--- src/verilog/rsf_map.svh ---
// register offsets, field positions, reset values and timing counts
// Summary of operation
// - power-on flag set at reset, software clears
// - low-voltage flag sticks until software writes zero
// - compensation suspended while supply below threshold
// - register 0Eh upper nibble holds temperature fraction
// - lower nibble: write-fail, busy, clock-event, switchover
// - three event flags clear-only, writes never set
// - busy flag read-only, zero means transfer done
// - failed nvm write below 1.3 V sets flag
`ifndef RSF_MAP_SVH
`define RSF_MAP_SVH
// ----------------------------------------------------------------
// register offsets
// ----------------------------------------------------------------
`define RSF_ADDR_STATUS     8'h0D
`define RSF_ADDR_TEMP_LSB   8'h0E
// ----------------------------------------------------------------
// field positions
// ----------------------------------------------------------------
`define RSF_BIT_LOW_VOLT    0
`define RSF_BIT_POWER_ON    1
`define RSF_BIT_SWITCH      0
`define RSF_BIT_CLK_EVT     1
`define RSF_BIT_BUSY        2
`define RSF_BIT_WR_FAIL     3
`define RSF_FRAC_LSB        4
// ----------------------------------------------------------------
// reset values and timing
// ----------------------------------------------------------------
`define RSF_RST_POWER_ON    1'b1
`define RSF_RST_FLAG        1'b0
`define RSF_RST_BUSY        1'b1
`define RSF_RST_FRAC        4'h0
`define RSF_BUSY_CYCLES     16'h0010
`endif

--- src/verilog/rsf_pkg.sv ---
// types shared by the status and temperature-flag block
package rsf_pkg;
  // busy sequencing states, gray along the path
  typedef enum logic [1:0] {
    RSF_BOOT = 2'b00,
    RSF_BUSY = 2'b01,
    RSF_IDLE = 2'b11
  } rsf_state_t;
endpackage

--- src/verilog/rsf_sync.sv ---
// two-flop synchroniser for asynchronous level inputs
`timescale 1ns/1ps
module rsf_sync #(
  parameter int WIDTH = 1
) (
  input  wire logic             clk_sys,
  input  wire logic             rst,
  input  wire logic             clk_en,
  input  wire logic [WIDTH-1:0] d_async,
  output logic      [WIDTH-1:0] q_sync
);
  logic [WIDTH-1:0] meta_r; // first stage, read only by second

  // a zero-width bus cannot be synchronised
  if (WIDTH < 1) begin : g_width_chk
    $error("WIDTH out of range");
  end

  // ------------------------------------------------------------
  // two stages
  // ------------------------------------------------------------
  always_ff @(posedge clk_sys or posedge rst) begin
    if (rst) begin
      meta_r <= '0;
      q_sync <= '0;
    end else if (clk_en) begin
      meta_r <= d_async;
      q_sync <= meta_r;
    end
  end
endmodule

--- src/verilog/rsf_flags.sv ---
// status flags and temperature fraction register of the clock
`timescale 1ns/1ps
`include "rsf_map.svh"
module rsf_flags import rsf_pkg::*; #(
  parameter int BUSY_CYCLES = `RSF_BUSY_CYCLES
) (
  input  wire logic       clk_sys,      // 40 MHz system clock
  input  wire logic       rst,          // power-on reset, active high
  input  wire logic       clk_en,       // freezes state when low
  input  wire logic [7:0] reg_addr,     // register address
  input  wire logic [7:0] reg_wdata,    // write data
  input  wire logic       reg_wr,       // write strobe
  input  wire logic       reg_rd,       // read strobe
  output logic      [7:0] reg_rdata,    // read data, registered
  output logic            reg_rvalid,   // read data valid pulse
  input  wire logic       supply_low,   // supply below threshold (async)
  input  wire logic       nvm_fail,     // nvm write failed (async)
  input  wire logic       clk_out_evt,  // clock-output event (async)
  input  wire logic       backup_sw,    // backup switchover (async)
  input  wire logic [3:0] temp_frac,    // temperature fraction, same clk
  input  wire logic       temp_valid,   // fraction update strobe
  output logic            comp_enable   // temperature compensation on
);
  // refuse counts the 16-bit refresh counter cannot hold
  if (BUSY_CYCLES < 1 || BUSY_CYCLES > 65535) begin : g_busy_chk
    $error("BUSY_CYCLES out of range");
  end

  // ------------------------------------------------------------
  // synchronised pin inputs
  // ------------------------------------------------------------
  logic [3:0] pins_s;       // synchronised async inputs
  logic       low_s;        // supply low level
  logic       fail_s;       // nvm fail level
  logic       clk_evt_s;    // clock event level
  logic       sw_s;         // switchover level
  logic       fail_d_r;     // previous fail level
  logic       clk_evt_d_r;  // previous clock event level
  logic       sw_d_r;       // previous switchover level

  rsf_sync #(.WIDTH(4)) u_sync (
    .clk_sys (clk_sys),
    .rst     (rst),
    .clk_en  (clk_en),
    .d_async ({supply_low, nvm_fail, clk_out_evt, backup_sw}),
    .q_sync  (pins_s)
  );
  assign {low_s, fail_s, clk_evt_s, sw_s} = pins_s;

  // edge history for event detection
  always_ff @(posedge clk_sys or posedge rst) begin
    if (rst) begin
      fail_d_r    <= 1'b0;
      clk_evt_d_r <= 1'b0;
      sw_d_r      <= 1'b0;
    end else if (clk_en) begin
      fail_d_r    <= fail_s;
      clk_evt_d_r <= clk_evt_s;
      sw_d_r      <= sw_s;
    end
  end

  // ------------------------------------------------------------
  // write decode
  // ------------------------------------------------------------
  logic wr_status;  // write to status register
  logic wr_temp;    // write to temperature register
  assign wr_status = reg_wr && (reg_addr == `RSF_ADDR_STATUS);
  assign wr_temp   = reg_wr && (reg_addr == `RSF_ADDR_TEMP_LSB);

  // sticky flag: set beats a software clear, writes never set
  function automatic logic sticky(input logic cur, input logic set,
                                  input logic clr_wr, input logic wbit);
    if (set)
      sticky = 1'b1;
    else if (clr_wr && !wbit)
      sticky = 1'b0;
    else
      sticky = cur;
  endfunction

  // ------------------------------------------------------------
  // status register flags
  // ------------------------------------------------------------
  logic power_on_flag_r;   // set by reset
  logic low_voltage_flag_r; // supply fell below threshold

  always_ff @(posedge clk_sys or posedge rst) begin
    if (rst) begin
      power_on_flag_r <= `RSF_RST_POWER_ON;
    end else if (clk_en) begin
      // only a write of zero clears it
      power_on_flag_r <= sticky(power_on_flag_r, 1'b0, wr_status,
                           reg_wdata[`RSF_BIT_POWER_ON]);
    end
  end

  always_ff @(posedge clk_sys or posedge rst) begin
    if (rst) begin
      low_voltage_flag_r <= `RSF_RST_FLAG;
    end else if (clk_en) begin
      low_voltage_flag_r <= sticky(low_voltage_flag_r, low_s, wr_status,
                              reg_wdata[`RSF_BIT_LOW_VOLT]);
    end
  end

  // compensation halts while supply is low
  assign comp_enable = !low_s;

  // ------------------------------------------------------------
  // temperature register flags
  // ------------------------------------------------------------
  logic       nvm_write_fail_flag_r;    // failed nvm write
  logic       clock_output_event_flag_r; // clock output event
  logic       backup_switch_flag_r;     // switchover happened
  logic [3:0] frac_r;                   // temperature fraction

  always_ff @(posedge clk_sys or posedge rst) begin
    if (rst) begin
      nvm_write_fail_flag_r     <= `RSF_RST_FLAG;
      clock_output_event_flag_r <= `RSF_RST_FLAG;
      backup_switch_flag_r      <= `RSF_RST_FLAG;
    end else if (clk_en) begin
      // rising edges set, zero writes clear, ones ignored
      nvm_write_fail_flag_r <= sticky(nvm_write_fail_flag_r,
        fail_s && !fail_d_r, wr_temp,
        reg_wdata[`RSF_BIT_WR_FAIL]);
      clock_output_event_flag_r <= sticky(clock_output_event_flag_r,
        clk_evt_s && !clk_evt_d_r, wr_temp,
        reg_wdata[`RSF_BIT_CLK_EVT]);
      backup_switch_flag_r <= sticky(backup_switch_flag_r,
        sw_s && !sw_d_r, wr_temp,
        reg_wdata[`RSF_BIT_SWITCH]);
    end
  end

  // fraction latched from the sensor, read-only
  always_ff @(posedge clk_sys or posedge rst) begin
    if (rst) begin
      frac_r <= `RSF_RST_FRAC;
    end else if (clk_en && temp_valid) begin
      frac_r <= temp_frac;
    end
  end

  // ------------------------------------------------------------
  // busy sequencer: memory refresh after reset
  // ------------------------------------------------------------
  rsf_state_t state_r;   // sequencer state
  logic [15:0] busy_cnt_r; // refresh countdown

  always_ff @(posedge clk_sys or posedge rst) begin
    if (rst) begin
      state_r    <= RSF_BOOT;
      busy_cnt_r <= 16'h0000;
    end else if (clk_en) begin
      case (state_r)
        RSF_BOOT: begin
          busy_cnt_r <= 16'(BUSY_CYCLES - 1);
          state_r    <= RSF_BUSY;
        end
        RSF_BUSY: begin
          if (busy_cnt_r == 16'h0000) begin
            state_r <= RSF_IDLE;
          end else begin
            busy_cnt_r <= busy_cnt_r - 16'h0001;
          end
        end
        RSF_IDLE: begin
          state_r <= RSF_IDLE;
        end
        default: begin
          state_r <= RSF_IDLE;
        end
      endcase
    end
  end

  logic nvm_busy_flag;  // high until refresh done, not writable
  assign nvm_busy_flag = (state_r != RSF_IDLE);

  // ------------------------------------------------------------
  // read path
  // ------------------------------------------------------------
  always_ff @(posedge clk_sys or posedge rst) begin
    if (rst) begin
      reg_rdata  <= 8'h00;
      reg_rvalid <= 1'b0;
    end else if (clk_en) begin
      reg_rvalid <= reg_rd;
      if (reg_rd) begin
        case (reg_addr)
          `RSF_ADDR_STATUS: begin
            reg_rdata <= {6'h00, power_on_flag_r, low_voltage_flag_r};
          end
          `RSF_ADDR_TEMP_LSB: begin
            reg_rdata <= {frac_r, nvm_write_fail_flag_r, nvm_busy_flag,
                          clock_output_event_flag_r,
                          backup_switch_flag_r};
          end
          default: begin
            reg_rdata <= 8'h00;
          end
        endcase
      end
    end
  end
endmodule

--- config.mk ---
export PLATFORM = sky130hd
export DESIGN_NAME = rsf_flags
export DESIGN_NICKNAME = d
export VERILOG_FILES = /design/src/verilog/rsf_pkg.sv /design/src/verilog/rsf_sync.sv /design/src/verilog/rsf_flags.sv
export VERILOG_INCLUDE_DIRS = /design/src /design/src/verilog
export SDC_FILE = /design/constraint.sdc
export NUM_CORES = 1
export LEC_CHECK = 0
export BUFFER_PORTS_ARGS = -buffer_cell sky130_fd_sc_hd__buf_2
export CORE_ASPECT_RATIO = 1.75
export CORE_MARGIN = 3
export CORE_UTILIZATION = 50
export CTS_CLUSTER_SIZE = 24
export DETAILED_ROUTE_END_ITERATION = 6
export PLACE_DENSITY = 0.73
export SLEW_MARGIN = 20
export SYNTH_ARGS = -nofsm -noshare
export SYNTH_HDL_FRONTEND = slang
export SYNTH_SLANG_ARGS = --single-unit
--- constraint.sdc ---
create_clock -name clk_sys -period 3.1 [get_ports clk_sys]
set_clock_uncertainty 0.05 [all_clocks]
set_input_delay 0.465 -clock clk_sys [delete_from_list [all_inputs] [get_ports clk_sys]]
set_output_delay 0.465 -clock clk_sys [all_outputs]
set_load 0.02 [all_outputs]
==> metrics.yaml <==
outcome: "finished, final reports clean"
insertion_delay_ns: 0.29
cts_hold_buf: 0
num_vias: 1755
finalWorstSetupSlack_ns: 0.702
cts_sinks: 47
crit_fanout: 6
layout.nets: 282
p_int_uw: 1100
portBuffers: 34
worstPathRequired_ns: 3.24
power_density_mw_per_mm2: 601
criticalPathCategory: "reg2reg"
synth_nets: 246
routed_via_density: 5.83
peakVddDrop_uv: 500
tightest_slew_ns: 0.700
ys_warn_count: 0
max_freq_mhz: 417
gp_congestion: 0.858
synth_area_sq_mm: 0.00222
synth.avg_cell_area_sq_um: 10.3
p_leak_uw: 0.00114
cts_resized: 0
htreeDepth: 2
r2r_cells: 6
overflow: 0
hold_viol_final: 0
seq_power_share: 0.518
r2r_start: "busy_cnt_r[0]$_DFFE_PP0P_"
n_antenna_cell: 0
final_area_sq_mm: 0.00256
finalCritPeriodShare: 0.774
synth_edf_count: 0
core_area_sq_mm: 0.00423
cpMaxStageDelayCell: "or4_1"
initial_core_util: 0.526
switchingPower_uw: 442
critPathLaunchType: "flip-flop"
setup_viol: 0
drive_gt1_frac: 0.270
path_clk_slew_ns: 0.08
path_buf_inv: 1
drv_cap: 0
cts_root_buf: "clkbuf_8"
n_fill_cell: 372
rows: 31
die_y_microns: 94.2
drtAntennaViolNets: 0
die_x_microns: 56.4
synth_area_leader_cell: "dfrtp_1"
post_drt_wl_per_cell_microns: 14.8
hp-class: "in2async"
crit_chain: "inv_1 > ha_1 > or3b_1 > or4_1 > or4b_1 > o221a_2"
drt_iter0_markers: 46
grt_pass1_vias: 1696
critPathCaptureType: "flip-flop"
crit_family: "simple AND/OR/NAND/NOR gates"
dieArea_sq_mm: 0.00531
place_area_sq_mm: 0.00244
arrival_ns: 2.54
slew_violations: 0
final_cell_mix: "dfrtp_1, buf_2, nand2_1, o21ai_0, mux2_2"
postSynth.asyncResetShare: 1.00
pwr-share-comb: 0.187
r2r-end: "busy_cnt_r[0]$_DFFE_PP0P_"
ios: 40
syn_to_final_growth_pct: 15.3
fin_cells: 301
min_period_ns: 2.40
max_stage_delay_ns: 0.49
synth.top_cell.area_share: 0.518
synthCells: 215
detailed_place_hpwl_microns: 3320
fin_tns_setup_ns: 0
cts_max_path_buffers: 2
antenna_found_initial: 0
use_met1: 0.195
synth_top_cells_by_area: "dfrtp_1, mux2_2, nand2_1"
rsz0062_at_grt: "false"
grtUsageMet2: 0.333
netlist-cell-type-count: 49
post-cts-setup-buffers: 0
power_frac_clock: 0.295
rrSetupSlack_ns: 0.70
dpl.cell_count: 293
cts_tree: "done"
yosysSeqAreaShare: 0.530
place_ws_ns: 0.735
synth-seq-cells: 47
layout_commonest_cell: "dfrtp_1"
synth_ff_type: "dfrtp_1"
drc: 0
grt_max_degree: 26
grt_pass1_wl_microns: 7500
wirelength_microns: 4450
track_usage: 0.180
top_usage_layer: "met2"
cts_buffers: 5
p_sw_frac: 0.287
slew_headroom: 0.527
use_met3: 0.0344
first_pass_iters: 4
## how the worst max path moves through the flow
| stage | start | to | slack (ns) | depth (start not counted) |
|---|---|---|---|---|
| 2_1_floorplan | busy_cnt_r[0]$_DFFE_PP0P_ | busy_cnt_r[0]$_DFFE_PP0P_ | 0.88 | 6 |
| 3_3_place_gp | busy_cnt_r[0]$_DFFE_PP0P_ | busy_cnt_r[0]$_DFFE_PP0P_ | 0.78 | 6 |
| 3_5_place_dp | busy_cnt_r[0]$_DFFE_PP0P_ | busy_cnt_r[0]$_DFFE_PP0P_ | 0.73 | 6 |
| 4_1_cts | busy_cnt_r[0]$_DFFE_PP0P_ | busy_cnt_r[0]$_DFFE_PP0P_ | 0.71 | 6 |
| 5_1_grt | busy_cnt_r[0]$_DFFE_PP0P_ | busy_cnt_r[0]$_DFFE_PP0P_ | 0.62 | 6 |
| 6_report | busy_cnt_r[0]$_DFFE_PP0P_ | busy_cnt_r[0]$_DFFE_PP0P_ | 0.70 | 6 |
## power groups by stage
stage / clock, uW / sequential [uW] / combinational, uW
2_1_floorplan: 0 / 782 / 223
3_3_place_gp: 0 / 800 / 277
3_5_place_dp: 0 / 806 / 291
4_1_cts: 471 / 795 / 293
5_1_grt: 497 / 811 / 330
6_report: 454 / 797 / 289
## flip-flops by register name (all words and copies together), names as in the netlist, 2 cells and up
name and flops:
u_sync.meta_r 4, busy_cnt_r 16, u_sync.q_sync 4, frac_r 4, reg_rdata 8, state_r 2
## logic make-up (layout without fill, tap and decap cells)
group	Yosys count	count (layout)	share of synthesized area
buf+inv	18	55	0.0327
fa+ha+maj	1	1	0.00563
mux	16	16	0.0800
flops	47	47	0.530
simple gates	87	87	0.220
compound gates	46	46	0.132
## routing by layer
layer / vias to the layer above / share of wire
li1: 864 / -
met1: 836 / 0.39
met2: 46 / 0.55
met3: 9 / 0.040
met4: 0 / 0.021
met5: - / 0
## cell type report
class | count | area, sq um | area share
clock inverters | 2 | 35.0 | 0.0137
repair buffers | 38 | 200 | 0.0781
well taps | 49 | 61.3 | 0.0239
inverters | 9 | 33.8 | 0.0132
flip-flops and latches | 47 | 1180 | 0.459
clock buffers | 6 | 82.6 | 0.0322
multi-input cells | 150 | 972 | 0.379
## Yosys cell counts (2+ instances only)
| cell type | n |
|---|---|
| a21oi_1 | 10 |
| dfrtp_1 | 46 |
| mux2i_1 | 2 |
| nand4_1 | 3 |
| nand3_1 | 3 |
| nand2_1 | 29 |
| or3_1 | 3 |
| nand3b_1 | 2 |
| nand2b_1 | 2 |
| nor3b_1 | 2 |
| nand4b_1 | 2 |
| inv_1 | 9 |
| nor3_1 | 5 |
| nor4_1 | 8 |
| clkbuf_1 | 5 |
| nor2_1 | 9 |
| o21ai_0 | 15 |
| or4_1 | 4 |
| and4b_1 | 2 |
| a221oi_1 | 2 |
| or2_2 | 3 |
| mux2_2 | 14 |
| clkbuf_2 | 3 |
| o31ai_1 | 6 |
| or4b_1 | 2 |
## through the flow
step                      total power (uW)  hold WS, ns  utilization
after floorplan                       1010        0.385            -
after global placement                1080        0.395        0.578
after detailed placement              1100        0.404        0.578
after CTS                             1560       0.0916        0.606
after global routing                  1640        0.107        0.606
final                                 1540       0.0861        0.606
(Power assumes the default switching activity.)
